$ cat src/common/eeprom_regs.svh
// Register offsets, field positions and timing counts of the EEPROM access block
`ifndef EEPROM_REGS_SVH
`define EEPROM_REGS_SVH
`define ADDR_WORD_INDEX     8'h40
`define ADDR_BUFFER_LOW     8'h42
`define ADDR_BUFFER_HIGH    8'h43
`define ADDR_CMD_STATUS     8'h44
`define ADDR_ACCESS_GATE    8'h45
`define ADDR_PROG_TIMING    8'h46
`define RESET_BYTE          8'h00
`define BIT_BUSY            7
`define BIT_SINGLE_READ     0
`define BIT_BATCH_READ      1
`define BIT_SINGLE_WRITE    2
`define BIT_BATCH_WRITE     3
`define BIT_BLOCK_WRITE     4
`define BIT_ADDR_ERASE      5
`define BIT_BLOCK_ERASE     6
`define BIT_ENABLE          0
`define BIT_DISABLE         1
`define BIT_ENABLED_FLAG    7
`define BIT_PROG_PULSE      0
`define ERASED_WORD         16'hFFFF
`define BATCH_LAST_PTR      6'h3E
`define CLK_PERIOD_NS       5
`define RST_HOLD_US         150
`define TWAIT_CYCLES        10
`define TEPR_CYCLES         512
`endif

$ cat src/common/eeprom_pkg.sv
// Types shared by the EEPROM access block
package eeprom_pkg;
    typedef enum logic [3:0] {
        ST_IDLE  = 4'b0001,
        ST_READ  = 4'b0010,
        ST_LOAD  = 4'b0100,
        ST_ARMED = 4'b1000
    } ctrl_state_e;
    typedef logic [15:0] word_t;
endpackage : eeprom_pkg

$ cat src/common/nvm_if.sv
// Access channel between the controller and the storage array
`timescale 1ns/1ps
interface nvm_if;
    logic                rd;
    logic                wr;
    logic                fill;
    logic [7:0]          addr;
    eeprom_pkg::word_t   wdata;
    eeprom_pkg::word_t   rdata;
    modport ctrl (output rd, output wr, output fill, output addr, output wdata, input rdata);
    modport mem  (input rd, input wr, input fill, input addr, input wdata, output rdata);
endinterface : nvm_if

$ cat src/rtl/eeprom_indirect_access_ctrl.sv
// Indirect EEPROM access controller: registers, command sequencing and load
//
// Functional notes
// - Block write fills every address with buffer
// - Batch write copies function registers to EEPROM
// - Single write programs buffer at indexed address
// - Batch read loads EEPROM image into registers
// - Single read fills buffer; bit clears when done
// - Enabled flag read-only; disable bit write-only
// - Each batch pulse writes two bytes, address +2
// - Batch write ends after 64 bytes
// - Writing zero to command register aborts pending or armed operation; a running read or load completes
// - Pulse rise starts, fall ends write or erase
// - Block erase plus pulse erases whole array
// - Power-on load starts ten cycles after reset
// - Power-on load lasts 512 clock cycles
// - Internal reset held 150 us after power-up
// - Simultaneous commands: only highest priority kept
// - Busy bit reads one while operation runs
// - Eight-bit index, sixteen-bit buffer in two bytes
`timescale 1ns/1ps
`include "eeprom_regs.svh"
module eeprom_indirect_access_ctrl #(
    parameter int RST_HOLD_CYCLES = `RST_HOLD_US * 1000 / `CLK_PERIOD_NS
) (
    // Clock and reset
    input  wire logic        clk_i,
    input  wire logic        rst_i,
    // Register port
    input  wire logic        reg_wr_i,
    input  wire logic        reg_rd_i,
    input  wire logic [7:0]  reg_addr_i,
    input  wire logic [7:0]  reg_wdata_i,
    output logic      [7:0]  reg_rdata_o,
    // Internal function registers
    output logic             func_wr_o,
    output logic      [5:0]  func_addr_o,
    output logic      [15:0] func_wdata_o,
    input  wire logic [15:0] func_rdata_i,
    // Status
    output logic             int_rst_o
);
    // ------------------------------------------------------------------
    // Submodules
    // ------------------------------------------------------------------
    nvm_if nvm ();
    logic  por_hold;
    logic  load_start;
    logic  rst_all;

    nvm_array #(.DEPTH(256)) u_array (
        .clk_i (clk_i),
        .port  (nvm.mem)
    );

    por_loader #(.RST_HOLD_CYCLES(RST_HOLD_CYCLES)) u_por (
        .clk_i        (clk_i),
        .rst_i        (rst_i),
        .hold_o       (por_hold),
        .load_start_o (load_start)
    );

    assign rst_all   = rst_i || por_hold;
    assign int_rst_o = por_hold;

    // Keeps only the lowest set bit, which is the highest priority command
    function automatic logic [6:0] pick_cmd(input logic [6:0] v);
        pick_cmd = v & (~v + 7'h01);
    endfunction : pick_cmd

    // ------------------------------------------------------------------
    // State
    // ------------------------------------------------------------------
    eeprom_pkg::ctrl_state_e state_r, state_nxt;
    logic [7:0]        index_r, index_nxt;
    eeprom_pkg::word_t buffer_r, buffer_nxt;
    logic [6:0]        cmd_r, cmd_nxt;
    logic              enabled_r, enabled_nxt;
    logic [3:0]        gate_keep_r, gate_keep_nxt;
    logic [7:0]        timing_r, timing_nxt;
    logic [8:0]        ld_cnt_r, ld_cnt_nxt;
    logic [5:0]        bw_ptr_r, bw_ptr_nxt;
    logic [7:0]        rdata_r, rdata_nxt;
    logic              fwr_r, fwr_nxt;
    logic [5:0]        faddr_r, faddr_nxt;
    eeprom_pkg::word_t fdata_r, fdata_nxt;

    logic wr_cmd, wr_gate, wr_timing, pulse_rise, pulse_fall, busy, commit;

    assign wr_cmd     = reg_wr_i && reg_addr_i == `ADDR_CMD_STATUS;
    assign wr_gate    = reg_wr_i && reg_addr_i == `ADDR_ACCESS_GATE;
    assign wr_timing  = reg_wr_i && reg_addr_i == `ADDR_PROG_TIMING;
    assign pulse_rise = wr_timing && reg_wdata_i[`BIT_PROG_PULSE] && !timing_r[`BIT_PROG_PULSE];
    assign pulse_fall = wr_timing && !reg_wdata_i[`BIT_PROG_PULSE] && timing_r[`BIT_PROG_PULSE];
    assign busy       = state_r != eeprom_pkg::ST_IDLE;
    assign commit     = state_r == eeprom_pkg::ST_ARMED && pulse_fall && cmd_r != 7'h00;

    assign reg_rdata_o  = rdata_r;
    assign func_wr_o    = fwr_r;
    assign func_addr_o  = faddr_r;
    assign func_wdata_o = fdata_r;

    // ------------------------------------------------------------------
    // Next-state logic
    // ------------------------------------------------------------------
    always_comb begin
        state_nxt     = state_r;
        index_nxt     = index_r;
        buffer_nxt    = buffer_r;
        cmd_nxt       = cmd_r;
        enabled_nxt   = enabled_r;
        gate_keep_nxt = gate_keep_r;
        timing_nxt    = timing_r;
        ld_cnt_nxt    = ld_cnt_r;
        bw_ptr_nxt    = bw_ptr_r;
        fwr_nxt       = 1'b0;
        faddr_nxt     = faddr_r;
        fdata_nxt     = fdata_r;
        nvm.rd        = 1'b0;
        nvm.wr        = 1'b0;
        nvm.fill      = 1'b0;
        nvm.addr      = index_r;
        nvm.wdata     = buffer_r;

        // Register writes
        if (reg_wr_i && reg_addr_i == `ADDR_WORD_INDEX) begin
            index_nxt = reg_wdata_i;
        end
        if (reg_wr_i && reg_addr_i == `ADDR_BUFFER_LOW) begin
            buffer_nxt[7:0] = reg_wdata_i;
        end
        if (reg_wr_i && reg_addr_i == `ADDR_BUFFER_HIGH) begin
            buffer_nxt[15:8] = reg_wdata_i;
        end
        if (wr_gate) begin
            gate_keep_nxt = reg_wdata_i[5:2];
            if (reg_wdata_i[`BIT_DISABLE]) begin
                enabled_nxt = 1'b0;
            end else if (reg_wdata_i[`BIT_ENABLE]) begin
                enabled_nxt = 1'b1;
            end
        end
        if (wr_timing) begin
            timing_nxt = reg_wdata_i;
        end
        if (wr_cmd && reg_wdata_i[6:0] == 7'h00) begin
            cmd_nxt    = 7'h00;
            bw_ptr_nxt = 6'h00;
            if (state_r == eeprom_pkg::ST_ARMED) begin
                state_nxt = eeprom_pkg::ST_IDLE;
            end
        end else if (wr_cmd && enabled_r && !busy && cmd_r == 7'h00) begin
            cmd_nxt    = pick_cmd(reg_wdata_i[6:0]);
            bw_ptr_nxt = 6'h00;
        end

        // Sequencing
        case (state_r)
            eeprom_pkg::ST_IDLE: begin
                if (load_start) begin
                    ld_cnt_nxt = 9'h000;
                    state_nxt  = eeprom_pkg::ST_LOAD;
                end else if (enabled_r && cmd_r[`BIT_SINGLE_READ]) begin
                    nvm.rd    = 1'b1;
                    state_nxt = eeprom_pkg::ST_READ;
                end else if (enabled_r && cmd_r[`BIT_BATCH_READ]) begin
                    ld_cnt_nxt = 9'h000;
                    state_nxt  = eeprom_pkg::ST_LOAD;
                end else if (enabled_r && pulse_rise && cmd_r[6:2] != 5'h00) begin
                    state_nxt = eeprom_pkg::ST_ARMED;
                    faddr_nxt = bw_ptr_r;
                end
            end
            eeprom_pkg::ST_READ: begin
                buffer_nxt = nvm.rdata;
                cmd_nxt    = 7'h00;
                state_nxt  = eeprom_pkg::ST_IDLE;
            end
            eeprom_pkg::ST_LOAD: begin
                // One word every sixteen cycles: 32 words in 512 cycles
                nvm.addr   = {3'h0, ld_cnt_r[8:4]};
                nvm.rd     = ld_cnt_r[3:0] == 4'h0;
                ld_cnt_nxt = ld_cnt_r + 9'h001;
                if (ld_cnt_r[3:0] == 4'h1) begin
                    fwr_nxt   = 1'b1;
                    faddr_nxt = {ld_cnt_r[8:4], 1'b0};
                    fdata_nxt = nvm.rdata;
                end
                if (ld_cnt_r == 9'(`TEPR_CYCLES - 1)) begin
                    cmd_nxt   = 7'h00;
                    state_nxt = eeprom_pkg::ST_IDLE;
                end
            end
            eeprom_pkg::ST_ARMED: begin
                if (commit) begin
                    state_nxt = eeprom_pkg::ST_IDLE;
                    cmd_nxt   = 7'h00;
                    if (cmd_r[`BIT_SINGLE_WRITE]) begin
                        nvm.wr = 1'b1;
                    end else if (cmd_r[`BIT_BATCH_WRITE]) begin
                        // Unbacked addresses take whatever the function side returns
                        nvm.wr     = 1'b1;
                        nvm.addr   = {3'h0, bw_ptr_r[5:1]};
                        nvm.wdata  = func_rdata_i;
                        bw_ptr_nxt = bw_ptr_r + 6'h02;
                        if (bw_ptr_r != `BATCH_LAST_PTR) begin
                            cmd_nxt = cmd_r;
                        end
                    end else if (cmd_r[`BIT_BLOCK_WRITE]) begin
                        nvm.fill = 1'b1;
                    end else if (cmd_r[`BIT_ADDR_ERASE]) begin
                        nvm.wr    = 1'b1;
                        nvm.wdata = `ERASED_WORD;
                    end else begin
                        nvm.fill  = 1'b1;
                        nvm.wdata = `ERASED_WORD;
                    end
                end else if (pulse_fall) begin
                    state_nxt = eeprom_pkg::ST_IDLE;
                end
            end
            default: begin
                state_nxt = eeprom_pkg::ST_IDLE;
            end
        endcase
    end

    // ------------------------------------------------------------------
    // Read mux
    // ------------------------------------------------------------------
    always_comb begin
        rdata_nxt = rdata_r;
        if (reg_rd_i) begin
            case (reg_addr_i)
                `ADDR_WORD_INDEX:  rdata_nxt = index_r;
                `ADDR_BUFFER_LOW:  rdata_nxt = buffer_r[7:0];
                `ADDR_BUFFER_HIGH: rdata_nxt = buffer_r[15:8];
                `ADDR_CMD_STATUS:  rdata_nxt = {busy, cmd_r};
                `ADDR_ACCESS_GATE: rdata_nxt = {enabled_r, 1'b0, gate_keep_r[3:0], 2'b00};
                `ADDR_PROG_TIMING: rdata_nxt = timing_r;
                default:           rdata_nxt = `RESET_BYTE;
            endcase
        end
    end

    always_ff @(posedge clk_i) begin
        if (rst_all) begin
            state_r     <= eeprom_pkg::ST_IDLE;
            index_r     <= `RESET_BYTE;
            buffer_r    <= 16'h0000;
            cmd_r       <= 7'h00;
            enabled_r   <= 1'b0;
            gate_keep_r <= 4'h0;
            timing_r    <= `RESET_BYTE;
            ld_cnt_r    <= 9'h000;
            bw_ptr_r    <= 6'h00;
            rdata_r     <= `RESET_BYTE;
            fwr_r       <= 1'b0;
            faddr_r     <= 6'h00;
            fdata_r     <= 16'h0000;
        end else begin
            state_r     <= state_nxt;
            index_r     <= index_nxt;
            buffer_r    <= buffer_nxt;
            cmd_r       <= cmd_nxt;
            enabled_r   <= enabled_nxt;
            gate_keep_r <= gate_keep_nxt;
            timing_r    <= timing_nxt;
            ld_cnt_r    <= ld_cnt_nxt;
            bw_ptr_r    <= bw_ptr_nxt;
            rdata_r     <= rdata_nxt;
            fwr_r       <= fwr_nxt;
            faddr_r     <= faddr_nxt;
            fdata_r     <= fdata_nxt;
        end
    end
endmodule : eeprom_indirect_access_ctrl

$ cat src/rtl/nvm_array.sv
// Word-wide EEPROM storage array with single and whole-array programming
`timescale 1ns/1ps
module nvm_array #(
    parameter int DEPTH = 256
) (
    input  wire logic clk_i,
    nvm_if.mem        port
);
    eeprom_pkg::word_t mem_r [DEPTH];
    eeprom_pkg::word_t rdata_r;

    assign port.rdata = rdata_r;

    // Whole-array fill takes one edge; real cells would take the pulse time
    always_ff @(posedge clk_i) begin
        if (port.rd) begin
            rdata_r <= mem_r[port.addr];
        end
        if (port.fill) begin
            for (int i = 0; i < DEPTH; i++) begin
                mem_r[i] <= port.wdata;
            end
        end else if (port.wr) begin
            mem_r[port.addr] <= port.wdata;
        end
    end
endmodule : nvm_array

$ cat src/rtl/por_loader.sv
// Internal reset stretch and power-on load trigger
`timescale 1ns/1ps
`include "eeprom_regs.svh"
module por_loader #(
    parameter int RST_HOLD_CYCLES = `RST_HOLD_US * 1000 / `CLK_PERIOD_NS
) (
    input  wire logic clk_i,
    input  wire logic rst_i,
    output logic      hold_o,
    output logic      load_start_o
);
    localparam int CW = $clog2(RST_HOLD_CYCLES + 1);
    logic [CW-1:0] hold_cnt_r, hold_cnt_nxt;
    logic [3:0]    wait_cnt_r, wait_cnt_nxt;

    assign hold_o       = hold_cnt_r != CW'(RST_HOLD_CYCLES);
    assign load_start_o = !hold_o && (wait_cnt_r == 4'(`TWAIT_CYCLES - 1));

    always_comb begin
        hold_cnt_nxt = hold_cnt_r;
        wait_cnt_nxt = wait_cnt_r;
        if (hold_o) begin
            hold_cnt_nxt = hold_cnt_r + CW'(1);
        end else if (wait_cnt_r != 4'(`TWAIT_CYCLES)) begin
            wait_cnt_nxt = wait_cnt_r + 4'h1;
        end
    end

    always_ff @(posedge clk_i) begin
        if (rst_i) begin
            hold_cnt_r <= '0;
            wait_cnt_r <= 4'h0;
        end else begin
            hold_cnt_r <= hold_cnt_nxt;
            wait_cnt_r <= wait_cnt_nxt;
        end
    end
endmodule : por_loader

$ cat config.mk
export PLATFORM = sky130hd
export DESIGN_NAME = eeprom_indirect_access_ctrl
export DESIGN_NICKNAME = d
export VERILOG_FILES = /design/src/common/eeprom_pkg.sv /design/src/common/nvm_if.sv /design/src/rtl/eeprom_indirect_access_ctrl.sv /design/src/rtl/nvm_array.sv /design/src/rtl/por_loader.sv
export VERILOG_INCLUDE_DIRS = /design/src /design/src/common
export SDC_FILE = /design/constraint.sdc
export NUM_CORES = 2
export LEC_CHECK = 0
export BUFFER_PORTS_ARGS = -buffer_cell sky130_fd_sc_hd__buf_2
export CELL_PAD_IN_SITES_DETAIL_PLACEMENT = 2
export CELL_PAD_IN_SITES_GLOBAL_PLACEMENT = 2
export CORE_UTILIZATION = 46
export DETAILED_ROUTE_END_ITERATION = 16
export GPL_TIMING_DRIVEN = 0
export PLACE_DENSITY_LB_ADDON = 0.1
export SYNTH_ARGS = -nofsm -noshare
export SYNTH_HDL_FRONTEND = slang
export SYNTH_SLANG_ARGS = --single-unit
$ cat constraint.sdc
create_clock -name clk_i -period 8.9 [get_ports clk_i]
set_input_delay 0.89 -clock clk_i [delete_from_list [all_inputs] [get_ports clk_i]]
set_output_delay 0.89 -clock clk_i [all_outputs]
set_load 0.03 [all_outputs]
# Word level (Yosys, flattened, before mapping)

Memory sizes are Yosys's and may differ from the RTL's. A register that Yosys moved wholly into a read port is not among the register bits.
Index checks and enable logic that the tools add are counted.

Add/sub/neg operators: 5
Equal/unequal tests: 25
Muxes and demuxes: 73
Bitwise gates (word level): 4
Reductions and logical operators: 42

Operator list:

| cell                  | count |
|---|---|
| $mux 16               | 7 |
| $mux 6                | 11 |
| $mux 7                | 7 |
| $eq 8x7->1 const B    | 6 |
| $mux 8                | 6 |
| $pmux 8 s6            | 1 |
| $mux 4                | 9 |
| $mux 9                | 3 |
| $mux 1                | 23 |
| $logic_and 1x1->1     | 21 |
| $pmux 7 s3            | 1 |
| $pmux 9 s2            | 1 |
| $pmux 8 s2            | 1 |
| $reduce_or 16->1      | 1 |
| $add 15x1->15 const B | 1 |
| $ne 15x15->1 const B  | 1 |
| $logic_not 7->1       | 2 |
| $pmux 4 s3            | 1 |
| $pmux 6 s2            | 1 |
| $ne 2x2->1 const B    | 5 |
| $add 9x1->9 const B   | 1 |
| $eq 9x9->1 const B    | 1 |
| $eq 4x1->1 const B    | 2 |
| $eq 4x4->1 const B    | 2 |
| 24 further kinds      | 34 |

Register bits: 113
RAM bits: 4096
Bits of input ports: 36
Output and inout port bits: 32
Memories: 1

Memories:

| name          | words | width | read ports | clocked after Yosys merged registers in | write ports | line           | source |
|---|---|---|---|---|---|---|---|
| u_array.mem_r | 256   | 16    | 1          | 1                                       | 256         | nvm_array.sv:9 | `eeprom_pkg::word_t mem_r [DEPTH];` |

# Depth between registers and ports, before layout

Depth in word-level cells: 13
Gate-level depth with buffers: 17
Mapped depth without buffers: 11

# By module

From an unflattened synthesis, not the netlist that was laid out.

Cell total of the unflattened synthesis: 7447
Area total of the unflattened synthesis: 162357.0 sq um

By module, submodules not included:

| module                      | instances | cells an instance | area each (sq um) | sequential area each (sq um) |
|---|---|---|---|---|
| nvm_array                   | 1         | 6765              | 156566.4          | 123478.4 |
| eeprom_indirect_access_ctrl | 1         | 572               | 4868.4            | 1881.8 |
| por_loader                  | 1         | 110               | 922.1             | 380.4 |

# Worst setup path after synthesis

No wires, ideal clock.

Path type: input-to-reg
Start point: in reg_addr_i[5]
End point: mem u_array.mem_r[0][10] (netlist bit) (data pin)
Library setup time: 852 ps
Arrival: 6024 ps
Slack: 2024 ps
Cell stages on the path: 7
Cells stage by stage: nor4b_2 -> nand3_1 -> buf_2 -> clkbuf_1 -> nor4_1 -> clkbuf_1 -> o22a_1

RTL lines:

| element     | line                              | source |
|---|---|---|
| from (decl) | eeprom_indirect_access_ctrl.sv:32 | `input wire logic [7:0] reg_addr_i,` |
| to (decl)   | nvm_array.sv:9                    |  |

# Worst setup path in the final report

Start point: reg state_r[2]
End point: reg u_array.rdata_r[13] (netlist: u_array.port.rdata[13]), read port of u_array.mem_r (data pin)

Cells in the longest elaborated chain, start to end: 5
Elaborated cells on any way between the ends: 8

RTL lines:

| element                        | line                                                                  | source |
|---|---|---|
| from (decl)                    | eeprom_indirect_access_ctrl.sv:74                                     | `eeprom_pkg::ctrl_state_e state_r, state_nxt;` |
| from (signal assigned)         | eeprom_indirect_access_ctrl.sv:248                                    | `state_r <= eeprom_pkg::ST_IDLE;` |
| from (signal assigned)         | eeprom_indirect_access_ctrl.sv:262                                    | `state_r <= state_nxt;` |
| $eq 4x4->1                     | eeprom_indirect_access_ctrl.sv:96, eeprom_indirect_access_ctrl.sv:158 |  |
| $logic_and 1x1->1 (2 in a row) | eeprom_indirect_access_ctrl.sv:96                                     | `assign commit = state_r == eeprom_pkg::ST_ARMED && pulse_fall && cmd_r != 7'h00;` |
| $mux 8                         | eeprom_indirect_access_ctrl.sv:195                                    | `if (commit) begin` |
| $pmux 8 s2                     | eeprom_indirect_access_ctrl.sv:158                                    | `case (state_r)` |
| to (decl)                      | nvm_array.sv:10                                                       | `eeprom_pkg::word_t rdata_r;` |

Parallel ways exist; a longest one is shown, timed or not.
A chain may end at the register's enable or synchronous reset.

==> run_results.csv <==
group,metric,value,unit
status,status,"finished, violations left",
status,violations,"capacitance limit, slew limit, setup timing",
timing,hold_viol,0,
timing,post-route-period-util,104,%
worst_setup_path,cp_common_cell,"nand4_1",
power_and_ir_drop,power.leakage,63.8,nW
logic_synthesis,ys_types,71,
logic_synthesis,ys_ff_latch,4225,
timing,finalCriticalPeriod,9240,ps
place,numPortBuffers,63,
worst_setup_path,critical-path-top-delay-family,"simple AND/OR/NAND/NOR gates",
floorplan,die_height,611,µm
grt,grt_pass1_vias,135000,
logic_synthesis,synth-edff-count,4112,
timing,skew,44.8,ps
clocking,cts-resized-gates,0,
clocking,clock_sinks,4225,
worst_setup_path,slowest_delay,1500,ps
worst_setup_path,crit_buf_inv,3,
floorplan,fp.coreArea,369000,µm²
worst_setup_path,cp.arrival,9810,ps
logic_synthesis,synth_mux_area_share,0.403,%
cells_and_area,areaGrowthSynthToFinish,15.7,%
grt,overflow,0,
worst_setup_path,critPathSlowestCell,"o31ai_1",
floorplan,io_pins,68,
timing,slew_viol_final,168,
route,vias_per_cell,7.03,
logic_synthesis,async_flop_share,0,%
timing,grt_setup_unrepaired,"false",
logic_synthesis,synth_xor_area_share,0.0975,%
timing,timing.hold.ws,170,ps
route,antenna_left,0,
floorplan,start_util,46.3,%
clocking,root_buffer,"clkbuf_16",
route,wire_per_inst,43.5,µm
worst_setup_path,crit_path_start_kind,"flop",
clocking,cts_made_buffers,448,
clocking,cts_max_path_buffers,4,
timing,fin_ws,-340,ps
logic_synthesis,synthCells,12400,
cells_and_area,multi_input_comb_area,41100,µm²
worst_setup_path,end_kind,"flop",
logic_synthesis,syn_avg_cell_area,13.8,µm²
logic_synthesis,syn_nets,12400,
floorplan,die-area,374000,µm²
logic_synthesis,synth_compound_area_share,10.6,%
cells_and_area,nNetsFinal,13200,
worst_setup_path,cp_max_fo,10,
worst_setup_path,worstPathRequired,9470,ps
timing,setup_viol,5,
place,pre_cts_ws,-399,ps
logic_synthesis,ys_warn_count,0,
worst_setup_path,worstPathCellList,"nor4b_2 > and2_1 > a31oi_1 > nand2_1 > clkbuf_1 > clkbuf_1 > clkbuf_1 > nand4_1 > nand4_1 > nand4_1 > o31ai_1 > nand4_1",
floorplan,die_x,611,µm
flow_run,drv_cap,21,
power_and_ir_drop,peakVddDrop,0.000200,V
logic_synthesis,seq_area_frac_synth,73.6,%
logic_synthesis,synth_top_family_by_area,"simple AND/OR/NAND/NOR gates",
grt,antenna_found_initial,91,
place,gp_congestion,0.984,
clocking,clock_latency,1070,ps
logic_synthesis,synthSimpleGateAreaFrac,12.3,%
worst_setup_path,path_class,"flop to flop",
route,drt-initial-drc-count,18300,
place,dp_hpwl,555000,µm
cells_and_area,n_fill_cell,33800,
grt,grt_usage,42.5,%
clocking,cts_setup_buffers,0,
logic_synthesis,synth_ff_type,"edfxtp_1",
route,first_pass_iters,6,
grt,grt_pass1_wl,1100000,µm
floorplan,rows,223,
timing,worst_pin_slew,1700,ps
clocking,cts_tree,"done",
cells_and_area,final_util,53.5,%
min_path,hp-class,"input port to flop",
grt,grt_start_max_net_pins,68,
timing,maxSlewHeadroom,-13.5,%
power_and_ir_drop,power_density,205,nW/µm²
logic_synthesis,synthesis.area,171000,µm²
logic_synthesis,synthAdderAreaFrac,0.0733,%
cells_and_area,seq_area,126000,µm²
clocking,clk_pin_slew_worst_paths,60,ps
power_and_ir_drop,fin_total_pwr,0.0404,W
route,drt-total-wl,807000,µm
cells_and_area,drive_gt1_share,11.3,%
route,drcViolationCount,0,
timing,fmax,0.108,GHz
clocking,hold_buffers,0,
route,vias,130000,
clocking,htreeDepth,5,
path summary, 6_finish.rpt:
kind / cells past startpoint / endpoint / startpoint / slack (ps)
setup / recovery: 12 / u_array.port.rdata[13] / state_r[2] / -340
hold / removal: 3 / timing_r[7] / reg_wdata_i[7] / 170
setup reg to reg: 12 / u_array.port.rdata[13] / state_r[2] / -340
hold reg to reg: 2 / func_wdata_o[2] / func_wdata_o[2] / 460
cell usage in the layout, fill, tap and decap left out, types with 71 or more instances in the layout:
cell type  instances
edfxtp_1        4112
nand3_1         1277
nand2_1         1179
o21ai_0         1002
clkbuf_1         908
nand4_1          792
a211oi_1         539
and3_1           522
a311oi_1         515
clkbuf_16        454
a31oi_1          263
buf_2            247
o21ai_2          207
or4_1            131
clkinv_1         124
dfxtp_1          113
nor2_1            99
buf_1             94
buf_16            94
buf_8             92
clkbuf_2          72
clkinv_2          72
a21oi_1           71
stage by stage:
| step | cell area, µm² | std cells | TNS (ps) |
|---|---|---|---|
| final | 198000 | 18500 | -736 |
| after global routing | 198000 | 18500 | 0 |
| after CTS | 197000 | 18500 | 0 |
| after detailed placement | 183000 | 17700 | -551 |
| after global placement | 177000 | 17400 | - |
| after floorplan | 171000 | 12400 | 0 |
report_power, final:
group	leakage, nW	total [W]	internal [W]	switching [W]
combinational	17.8	0.0000365	0.0000118	0.0000247
sequential	39.0	0.0215	0.0215	0.00000137
clock	6.95	0.0189	0.0105	0.00843
cell families after synthesis:
family / count (synthesis)
AO/OA/AOI/OAI: 2798
flip-flops: 4225
XOR/XNOR: 19
AND/OR/NAND/NOR: 4074
multiplexers: 63
buffers and inverters: 1214
adder cells (fa/ha/maj): 10
synth_stat cells, drive strengths merged (2+ instances only):
cell     number  area (µm²)
nor2b         7        43.8
and3        522        3270
nor3         13        65.1
a311oi      515        4510
ha           10         125
a21oi        71         355
buf         314        1620
nor4          4        25.0
a22o          3        26.3
xor2         12         105
edfxtp     4112      123000
a211oi      539        4050
o21ai      1263        6320
mux2         36         405
or4b          3        30.0
a31oi       264        1660
o21a          3        22.5
or2           4        25.0
and2          9        56.3
xnor2         7        61.3
nand2      1182        4440
or3           7        43.8
o22a         17         149
o22ai         5        31.3
o2111ai      35         307
o31ai        65         493
inv          16        60.1
nand3      1281        6430
nand4b        2        23.8
a2111oi       2        30.0
nand4       792        4950
nand2b        8        50.1
a222oi        3        30.0
nor4b         5        71.3
dfxtp       113        2260
mux2i        26         260
nor2         99         372
or4         131         983
clkbuf      884        3320
final cells by class:
type	instances	area share, %
diodes	30	0.0380
plain buffers	1198	2.54
clock buffers	557	5.98
clock inverters	274	1.24
inverters	16	0.0304
multi-input cells	6964	20.8
flip-flops and latches	4225	63.6
well taps	4950	3.13
repair buffers	328	2.62
layer usage:
metal  vias to the layer above  share of wire, %  routed length [µm]  global-route usage, %
met5                         -             0.051                 410                      0
met4                        50               8.9               71700                   31.7
met3                      2351                10               83000                   10.7
met2                      8463                45              367000                   65.9
met1                     68400                35              285000                   51.4
li1                      51100                 -                   -                      -
sequential cells by signal (all words and copies together), names as in the netlist, 9 cells and up:
register,count
u_por.hold_cnt_r,15
func_wdata_o,16
buffer_r,16
u_array.port.rdata,16
ld_cnt_r,9
u_array.mem_r,4096
worst reg2reg max path, delay by kind of cell, from the launching register on:
kind,cells,cell delay [ps]
buffers and inverters,3,3180
AO/OA/AOI/OAI,2,1670
flip-flops,1,450
AND/OR/NAND/NOR,7,3460
(Power assumes the default switching activity.)
